===== src/rtl/gpio_port_pkg.sv =====
// Package with register map, field layouts, reset values and modes of the GPIO port.
package gpio_port_pkg;

    // Register byte addresses on the APB bus.
    localparam logic [7:0] ADDR_DATA_LATCH   = 8'h00;
    localparam logic [7:0] ADDR_DIRECTION    = 8'h04;
    localparam logic [7:0] ADDR_MODE_OPTION  = 8'h08;
    localparam logic [7:0] ADDR_SENSITIVITY  = 8'h0c;
    localparam logic [7:0] ADDR_GROUP_MASK   = 8'h10;
    localparam logic [7:0] ADDR_ALT_STATUS   = 8'h14;

    // Reset values.
    localparam logic [7:0] RST_DATA_LATCH    = 8'h00;
    localparam logic [7:0] RST_DIRECTION     = 8'h00;
    localparam logic [7:0] RST_MODE_OPTION   = 8'h00;
    localparam logic [2:0] RST_SENSITIVITY   = 3'h0;
    localparam logic [7:0] RST_GROUP_MASK    = 8'h0f;

    // Sensitivity register fields: bits 1:0 sense code, bit 2 polarity invert.
    localparam int SENSE_LO_POS  = 0;
    localparam int SENSE_HI_POS  = 1;
    localparam int POLARITY_POS  = 2;

    // Sense encodings of the two-bit field.
    typedef enum logic [1:0]
    {
        SENSE_FALL_LOW = 2'b00,
        SENSE_RISE     = 2'b01,
        SENSE_FALL     = 2'b10,
        SENSE_BOTH     = 2'b11
    } sense_type;

    // Pin mode as {direction, option}.
    typedef enum logic [1:0]
    {
        MODE_IN_FLOAT  = 2'b00,
        MODE_IN_PULLUP = 2'b01,
        MODE_OUT_OD    = 2'b10,
        MODE_OUT_PP    = 2'b11
    } pin_mode_type;

    // Synchroniser depth for pin inputs.
    localparam int SYNC_STAGES = 2;

endpackage


===== src/rtl/gpio_port.sv =====
// GPIO port with per-pin modes, alternate functions and grouped external interrupt request.
`timescale 1ns/1ps

module gpio_port
    import gpio_port_pkg::*;
#(
    parameter int PIN_COUNT = 8
)
(
    input  wire logic                 ref_clk,
    input  wire logic                 reset,
    input  wire logic                 psel,
    input  wire logic                 penable,
    input  wire logic                 pwrite,
    input  wire logic [7:0]           paddr,
    input  wire logic [31:0]          pwdata,
    output logic      [31:0]          prdata,
    output logic                      pready,
    output logic                      pslverr,
    input  wire logic [PIN_COUNT-1:0] pin_in,
    output logic      [PIN_COUNT-1:0] pin_out,
    output logic      [PIN_COUNT-1:0] pin_oe,
    output logic      [PIN_COUNT-1:0] pin_pullup_en,
    input  wire logic [PIN_COUNT-1:0] alt_enable,
    input  wire logic [PIN_COUNT-1:0] alt_out_enable,
    input  wire logic [PIN_COUNT-1:0] alt_out,
    input  wire logic [PIN_COUNT-1:0] alt_open_drain,
    output logic      [PIN_COUNT-1:0] alt_in,
    input  wire logic                 vector_fetch,
    output logic                      ext_int_request
);

    // Software registers. The group mask selects the pins that belong to this
    // request vector; pins outside it never reach the request latch.
    logic [PIN_COUNT-1:0] port_data_latch_ff;
    logic [PIN_COUNT-1:0] port_direction_select_ff;
    logic [PIN_COUNT-1:0] port_mode_option_ff;
    logic [2:0]           ext_int_sensitivity_control_ff;
    logic [PIN_COUNT-1:0] group_pin_mask_ff;

    // Pin synchroniser and detection state; the fill marker shows how many stages of
    // the pin pipeline already hold a real pin level.
    logic [PIN_COUNT-1:0] pin_meta_ff;
    logic [SYNC_STAGES:0] sync_fill_ff;
    logic [PIN_COUNT-1:0] pin_sync_ff;
    logic [PIN_COUNT-1:0] pin_prev_ff;
    logic                 request_ff;
    logic                 nxt_request;
    logic [31:0]          prdata_ff;
    logic [31:0]          nxt_prdata;

    // Bus decode. Only the exact word address of a register hits it.
    // Every other address, misaligned ones included, falls through to the refusal.
    wire                  bus_access  = psel & penable;
    wire                  bus_write   = bus_access & pwrite;
    wire                  hit_data    = (paddr == ADDR_DATA_LATCH);
    wire                  hit_dir     = (paddr == ADDR_DIRECTION);
    wire                  hit_opt     = (paddr == ADDR_MODE_OPTION);
    wire                  hit_sense   = (paddr == ADDR_SENSITIVITY);
    wire                  hit_mask    = (paddr == ADDR_GROUP_MASK);
    wire                  hit_alt     = (paddr == ADDR_ALT_STATUS);
    wire                  hit_any     = hit_data | hit_dir | hit_opt | hit_sense
                                        | hit_mask | hit_alt;
    wire [PIN_COUNT-1:0]  wdata_pins  = pwdata[PIN_COUNT-1:0];

    // Effective per-pin configuration; alternate function takes priority.
    // The peripheral takes over pin by pin, so every selection below is a bitwise
    // mask and never a vector used as one condition for the whole port.
    wire [PIN_COUNT-1:0]  alt_drive   = alt_enable & alt_out_enable;
    wire [PIN_COUNT-1:0]  eff_dir     = alt_drive
                                        | (~alt_enable & port_direction_select_ff);
    wire [PIN_COUNT-1:0]  eff_value   = (alt_drive & alt_out)
                                        | (~alt_drive & port_data_latch_ff);
    wire [PIN_COUNT-1:0]  eff_od      = (alt_drive & alt_open_drain)
                                        | (~alt_drive & ~port_mode_option_ff);

    // Pad drive: low always drives, high drives only in push-pull.
    // Pull-ups serve software input pins only; a pin owned by a peripheral floats.
    assign pin_out       = eff_value;
    assign pin_oe        = eff_dir & (~eff_value | ~eff_od);
    assign pin_pullup_en = ~eff_dir & port_mode_option_ff & ~alt_enable;
    assign alt_in        = pin_sync_ff;

    // Data read: output pins return the latch, input pins the pin or peripheral output.
    wire [PIN_COUNT-1:0]  in_view     = (alt_drive & alt_out)
                                        | (~alt_drive & pin_sync_ff);
    wire [PIN_COUNT-1:0]  data_view   = (port_direction_select_ff & port_data_latch_ff)
                                        | (~port_direction_select_ff & in_view);

    // Interrupt-capable pins: input with option set, not taken by a peripheral.
    // Keeping owned pins out avoids spurious events while a function takes a pin.
    wire [PIN_COUNT-1:0]  int_pins    = ~port_direction_select_ff & port_mode_option_ff
                                        & ~alt_enable & group_pin_mask_ff;
    wire                  polarity    = ext_int_sensitivity_control_ff[POLARITY_POS];
    wire [1:0]            sense       = {ext_int_sensitivity_control_ff[SENSE_HI_POS],
                                         ext_int_sensitivity_control_ff[SENSE_LO_POS]};
    wire [PIN_COUNT-1:0]  lvl         = polarity ? ~pin_sync_ff : pin_sync_ff;
    wire [PIN_COUNT-1:0]  lvl_prev    = polarity ? ~pin_prev_ff : pin_prev_ff;
    wire [PIN_COUNT-1:0]  rise        = lvl & ~lvl_prev;
    wire [PIN_COUNT-1:0]  fall        = ~lvl & lvl_prev;
    wire [PIN_COUNT-1:0]  any_edge    = pin_sync_ff ^ pin_prev_ff;
    wire                  sense_write = bus_write & hit_sense;

    // Per-pin detection per the sense code, before the OR.
    // The polarity bit inverts the levels first, so it turns rise into fall and low
    // into high, while the both-edges code stays the same.
    logic [PIN_COUNT-1:0] pin_event;
    always_comb
    begin
        case (sense_type'(sense))
            SENSE_FALL_LOW: pin_event = fall | ~lvl;
            SENSE_RISE:     pin_event = rise;
            SENSE_FALL:     pin_event = fall;
            SENSE_BOTH:     pin_event = any_edge;
            default:        pin_event = '0;
        endcase
    end

    // Detection is held off until the synchroniser and the history stage carry real
    // pin levels; otherwise a pulled-up pin would look like a rising edge or a low
    // level straight after reset.
    wire                  detect_ready = sync_fill_ff[SYNC_STAGES];
    wire                  group_event = detect_ready & (|(pin_event & int_pins));

    // Request latch. A vector fetch loses to an event in the same cycle, so an edge
    // that arrives while the CPU fetches is not lost. A write of the sensitivity bits
    // is the software discard, so it clears and also blocks a set in that cycle.
    // In the low-level code a pin held low sets the request again after every fetch.
    always_comb
    begin
        nxt_request = request_ff;
        if (vector_fetch || sense_write)
        begin
            nxt_request = 1'b0;
        end
        if (group_event && !sense_write)
        begin
            nxt_request = 1'b1;
        end
    end

    assign ext_int_request = request_ff;

    // Read multiplexer for unmapped addresses returns zero.
    // The sensitivity word shows its three bits and the upper bits read as zero.
    always_comb
    begin
        nxt_prdata = '0;
        if (hit_data)
        begin
            nxt_prdata[PIN_COUNT-1:0] = data_view;
        end
        else if (hit_dir)
        begin
            nxt_prdata[PIN_COUNT-1:0] = port_direction_select_ff;
        end
        else if (hit_opt)
        begin
            nxt_prdata[PIN_COUNT-1:0] = port_mode_option_ff;
        end
        else if (hit_sense)
        begin
            nxt_prdata[2:0] = ext_int_sensitivity_control_ff;
        end
        else if (hit_mask)
        begin
            nxt_prdata[PIN_COUNT-1:0] = group_pin_mask_ff;
        end
        else if (hit_alt)
        begin
            nxt_prdata[PIN_COUNT-1:0] = alt_enable;
        end
    end

    // APB answers in the access phase with zero wait states. Any address that is not
    // one of the register words is refused with pslverr in the access phase.
    assign pready  = 1'b1;
    assign pslverr = bus_access & ~hit_any;
    assign prdata  = prdata_ff;

    // Read data register, loaded during the setup phase. Loading it there lets the
    // slave answer with zero wait states while prdata still comes from a flip-flop,
    // and it holds through the access phase even if a pin moves in that cycle.
    always_ff @(posedge ref_clk)
    begin
        if (reset)
        begin
            prdata_ff <= 32'h0000_0000;
        end
        else if (psel && !penable && !pwrite)
        begin
            prdata_ff <= nxt_prdata;
        end
    end

    // Pin synchroniser: the first stage feeds only the second. The third stage is the
    // history used by the edge detectors; it never sees a possibly metastable value.
    always_ff @(posedge ref_clk)
    begin
        if (reset)
        begin
            pin_meta_ff <= '0;
            pin_sync_ff <= '0;
            pin_prev_ff <= '0;
        end
        else
        begin
            pin_meta_ff <= pin_in;
            pin_sync_ff <= pin_meta_ff;
            pin_prev_ff <= pin_sync_ff;
        end
    end

    // Fill marker: one more stage of the pin pipeline holds a real level each cycle.
    always_ff @(posedge ref_clk)
    begin
        if (reset)
        begin
            sync_fill_ff <= '0;
        end
        else
        begin
            sync_fill_ff <= {sync_fill_ff[SYNC_STAGES-1:0], 1'b1};
        end
    end

    // Register writes; data writes always land in the latch only. Whether the latch
    // reaches the pad is decided by the direction bit, so software can preload a level
    // before switching the pin to output. Writes to unmapped addresses change nothing,
    // and the alternate status word is read only.
    always_ff @(posedge ref_clk)
    begin
        if (reset)
        begin
            port_data_latch_ff             <= RST_DATA_LATCH[PIN_COUNT-1:0];
            port_direction_select_ff       <= RST_DIRECTION[PIN_COUNT-1:0];
            port_mode_option_ff            <= RST_MODE_OPTION[PIN_COUNT-1:0];
            ext_int_sensitivity_control_ff <= RST_SENSITIVITY;
            group_pin_mask_ff              <= RST_GROUP_MASK[PIN_COUNT-1:0];
        end
        else if (bus_write)
        begin
            if (hit_data)
            begin
                port_data_latch_ff <= wdata_pins;
            end
            if (hit_dir)
            begin
                port_direction_select_ff <= wdata_pins;
            end
            if (hit_opt)
            begin
                port_mode_option_ff <= wdata_pins;
            end
            if (hit_sense)
            begin
                ext_int_sensitivity_control_ff <= pwdata[2:0];
            end
            if (hit_mask)
            begin
                group_pin_mask_ff <= wdata_pins;
            end
        end
    end

    // Request latch register. Software cannot write it; only a vector fetch or a
    // sensitivity write takes it down.
    always_ff @(posedge ref_clk)
    begin
        if (reset)
        begin
            request_ff <= 1'b0;
        end
        else
        begin
            request_ff <= nxt_request;
        end
    end

endmodule


===== config.mk =====
export PLATFORM = sky130hd
export DESIGN_NAME = gpio_port
export DESIGN_NICKNAME = d
export VERILOG_FILES = /design/src/rtl/gpio_port_pkg.sv /design/src/rtl/gpio_port.sv
export SDC_FILE = /design/constraint.sdc
export NUM_CORES = 1
export LEC_CHECK = 0
export BUFFER_PORTS_ARGS = -buffer_cell sky130_fd_sc_hd__buf_2
export CAP_MARGIN = 20
export CORE_AREA = 2 2 91 93
export CTS_BUF_LIST = sky130_fd_sc_hd__clkbuf_8
export CTS_CLUSTER_DIAMETER = 50
export DETAILED_ROUTE_END_ITERATION = 16
export DIE_AREA = 0 0 93 95
export PLACE_DENSITY = 0.81
export RECOVER_POWER = 100
export SYNTH_ARGS = -nofsm -noshare
export SYNTH_HDL_FRONTEND = slang
export SYNTH_SLANG_ARGS = --single-unit

===== constraint.sdc =====
create_clock -name ref_clk -period 3.25 [get_ports ref_clk]
set_input_delay 0.65 -clock ref_clk [delete_from_list [all_inputs] [get_ports ref_clk]]
set_output_delay 0.65 -clock ref_clk [all_outputs]
set_load 0.01 [all_outputs]

== After elaboration in Yosys (flattened, before gate mapping) ==
Index checks and enable logic that the tools add are counted.

* Equality and inequality tests: 8
* Reductions and logical operators: 16
* Bitwise logic cells: 48
* Mux-type cells: 13

{| class="wikitable"
|+ Operator list
! kind !! number
|-
| $and A8 B8 Y8 || 18
|-
| $not A8 Y8 || 11
|-
| $mux W8 || 7
|-
| $or A8 B8 Y8 || 7
|-
| $pmux W8 S4 || 1
|-
| $eq A8 B4 Y1 const B || 2
|-
| $eq A8 B5 Y1 const B || 2
|-
| $reduce_and A2 Y1 || 5
|-
| $eq A8 B3 Y1 const B || 1
|-
| $logic_not A8 Y1 || 1
|-
| $reduce_or A8 Y1 || 1
|-
| $xor A8 B8 Y8 || 1
|-
| $and A1 B1 Y1 || 5
|-
| $mux W5 || 1
|-
| $or A1 B1 Y1 || 5
|-
| $eq A2 B2 Y1 const B || 2
|-
| $logic_and A1 B1 Y1 || 3
|-
| $logic_not A1 Y1 || 3
|-
| $mux W1 || 3
|-
| $mux W3 || 1
|-
| $eq A2 B1 Y1 const B || 1
|-
| $logic_not A2 Y1 || 1
|-
| $reduce_bool A2 Y1 || 1
|-
| $logic_or A1 B1 Y1 || 1
|-
| $not A1 Y1 || 1
|}

* Register bits: 71
* Logic and storage cells: 97
* Output and inout port bits: 67

== Longest topological paths before layout ==
* Word-level depth: 11
* Depth in mapped cells: 8

== Worst setup path before layout ==
OpenSTA, ideal clock, no wires.

* Path type: input port to flip-flop
* Start point: in paddr[1]
* End point: reg group_pin_mask_ff[0]
* Path slack: 0.771 ns
* Path buffers: 1
* Stages: 6
* Arrival time: 2.361 ns
* Data required time: 3.132 ns
* Cells stage by stage: or4_4 -> or3_1 -> buf_6 -> nor4_4 -> mux2i_1 -> nand2_1

* Word-level cells in the longest chain between the ends: 2

{| class="wikitable"
|+ Ends and longest elaborated chain
! what !! RTL line !! text
|-
| start: declaration || gpio_port.sv:15 || <nowiki>input wire logic [7:0] paddr,</nowiki>
|-
| $eq A8 B5 Y1 || gpio_port.sv:60 || <nowiki>wire hit_mask = (paddr == ADDR_GROUP_MASK);</nowiki>
|-
| $reduce_and A2 Y1 (no line) || - ||
|-
| end signal: assignment || gpio_port.sv:239 || <nowiki>group_pin_mask_ff <= RST_GROUP_MASK[PIN_COUNT-1:0];</nowiki>
|-
| end signal: assignment || gpio_port.sv:261 || <nowiki>group_pin_mask_ff <= wdata_pins;</nowiki>
|-
| end: declaration || gpio_port.sv:39 || <nowiki>logic [PIN_COUNT-1:0] group_pin_mask_ff;</nowiki>
|}

Every way passes these cells.
A chain may end at the register's enable or synchronous reset.

== Worst setup path after layout ==
Ends and elaborated chain as after synthesis.

==> summary.txt <==
status: completed
routability cong.: 0.8283
cells along the critical path: buf_2 > or4_1 > or3_1 > nor4_4 > clkbuf_1 > mux2i_1 > nand2_1
total power: 1.693 mW
Slew Limit Headroom: 29.12%
vias in the first global route: 3524
I/O Pins: 153
drt pass-1 iters: 4
# port buffers: 103
fmax: 372.8 MHz
Synth top cells by count: 75 x nand2_1, 71 x dfxtp_1, 44 x a21oi_1
# fillers: 759
routed wire length: 10360 um
Core Region: 7928 um2
Post-Syn Area: 3901 um2
pwr dens: 377.2 nW/um2
Synth area leaders: dfxtp_1 36%, nand2_1 7.2%, a21oi_1 5.6%
initial antenna violation count: 1
hold_buf cts: 0
Layout area overhead: 15.01%
Finished Layout Cells: 700
Fin. Hold Viols: 0
Synth Flop Type: dfxtp_1
Tot GR Track Use: 23.19%
post-synthesis sequential area ratio: 36.43%
Max Slew Vio Count: 0
Initial DRC Count: 193
Final ANT Viol Nets: 0
cell taking the most area after synthesis: dfxtp_1
pin count of the biggest net entering global routing: 51
Post-synth EDFFs: 0
Clock power frac: 35.5%
combinational share of power: 11.2%
Sequential Power Share: 53.3%
CP peak stage delay: 0.55 ns
first-pass GRT wire length: 16280 um
post-CTS sizing: 0
Pint: 1.249 mW
Rows: 33
Worst-Skew Late Latency: 0.34 ns
Synth Warn #: 0
Worst Path Arrival: 2.91 ns
ys async rst share: 0%
P_leak: 1.801 nW
Critical-path top delay cell: or4_1
starting density of the core: 49.21%
Hold Path Stages: 1
fin crit share: 82.54%
CTS tree: yes
min Tclk post-route: 2.683 ns
Switching Share: 26.20%
Setup CP Type: primary input to register
Register Area: 1421 um2
die height: 95 um
most frequent cell after synthesis: nand2_1
Sw Pwr: 443.5 uW
worst-path fanout max: 8
unrepaired setup endpoints after global routing: no
Crit path required time: 3.48 ns
Hold Path Origin: pin_meta_ff[0]
die width: 93 um
die area: 8835 um2
synthesis-stage register bit count: 71
clock slew at reported path FFs: 0.08 ns
worst r2r path cells: 6
multi-input logic area: 2208 um2
setup tns final: 0 ns
Post-CTS Setup Inserts: 0
final setup fails: 0
FF-to-FF Start: ext_int_sensitivity_control_ff[2]
Synth Instances: 497
clock sinks: 71
root buffer cell: clkbuf_8
post-synth top area share: 36.43%
Hold Path End: alt_in[0]
Avg WL per Cell: 14.79 um
layout cells sized above 1: 14.29%
critical path launch point type: primary input
CTS max path bufs: 2
class of the worst hold path: register to register
r2r setup slk: 0.80 ns
Netlist cell types: 52
GRT Residual Overflow: 0
DR DRC count: 0
htree depth: 3
peak supply drop: 0.0002102 V
dpl cells: 684
Worst Skew: 0.007561 ns
post-synthesis average cell area: 7.850 um2
Vias/cell: 5.556
via count: 3889
reg2reg end: ext_int_request
Ant. Diodes: 0
Detailed Place HPWL: 7410 um
Max-Cap Viols: 0
worst-margin pin slew: 1.062 ns
Layout Nets: 676
CTS Buf Count: 9
Crit. End Element: register
Setup crit start: paddr[1]
power groups by stage:
stage	Clock (mW)	Combinational (mW)	Sequential, mW
floorplan	0	0.126	0.921
global placement	0	0.189	0.921
detailed placement	0	0.194	0.922
CTS	0.609	0.195	0.902
global route	0.644	0.212	0.904
finish	0.601	0.190	0.902
metal layers:
layer,track usage (%),share of wire (%),vias to the layer above
met2,38.89,48,165
met1,29.51,43,1794
met3,3.192,6.5,23
li1,-,-,1905
met5,0,0.16,-
met4,11.15,2.5,2
sequential cells by signal, indices dropped and copies added, names as in the netlist:
signal and cells:
port_mode_option_ff 8, group_pin_mask_ff 8, alt_in 8, port_data_latch_ff 8
port_direction_select_ff 8, pin_prev_ff 8, prdata 8, ext_int_request 1
pin_meta_ff 8, sync_fill_ff 3, ext_int_sensitivity_control_ff 3
cells in the final DEF, fill, tap and decap left out, types with 3 or more instances in the layout:
cell type and instances:
buf_4 4, or4_1 3, and3b_1 6, o21ai_0 31
mux2i_1 15, clkbuf_1 45, or3_1 3, clkbuf_8 10
a21oi_1 44, nor3b_1 14, dfxtp_1 71, inv_1 15
o22ai_1 6, o211ai_1 7, and3_1 9, mux2_2 3
nor2b_1 35, o21a_1 3, a31oi_1 6, a211o_1 8
a221oi_1 4, a22oi_1 7, nor2_1 18, a211oi_1 5
conb_1 25, nand3_1 26, buf_2 61, a21o_1 7
nand2_1 75
metrics by stage:
step           setup slack [ns]  cell area [um2]  util [%]  hold WS, ns
5_1_grt                  0.4599             4487     56.60       0.4530
3_3_place_gp             0.4571             4397     55.46       0.4150
3_5_place_dp             0.4231             4397     55.46       0.4218
4_1_cts                  0.7635             4564     57.58       0.4381
6_report                 0.5673             4487     56.60       0.4365
2_1_floorplan            0.7709             3988         -       0.4138
how the worst max path moves through the flow:
stage | end | cells after the start | slack, ns
after detailed placement | port_data_latch_ff[7] | 6 | 0.42
after floorplan | group_pin_mask_ff[0] | 6 | 0.77
after global placement | port_data_latch_ff[7] | 6 | 0.46
final | group_pin_mask_ff[0] | 7 | 0.57
after global routing | group_pin_mask_ff[2] | 7 | 0.46
after CTS | port_data_latch_ff[7] | 7 | 0.76
critical path: cells and delay by family:
kind / cells / cell delay (ns)
buf+inv: 2 / 0.54
mux: 1 / 0.26
simple gates: 4 / 1.46
kinds of logic (layout without fill, tap and decap cells):
kind of cell	count (synthesis)	after routing	synth area share [%]
simple gates	203	203	27.71
compound gates	137	137	21.84
flops	71	71	36.43
buf+inv	65	140	8.884
mux	18	18	4.714
other cells	2	25	0.1925
xor+xnor	1	1	0.2245
final cells by class:
class	instances	area share, %
Timing Repair Buffer	111	11.35
Tap cell	105	2.928
Multi-Input combinational cell	384	49.22
Clock inverter	6	0.6693
Inverter	13	1.088
Sequential cell	71	31.68
Clock buffer	10	3.067
Note: power is estimated with default switching activity, not from simulation.
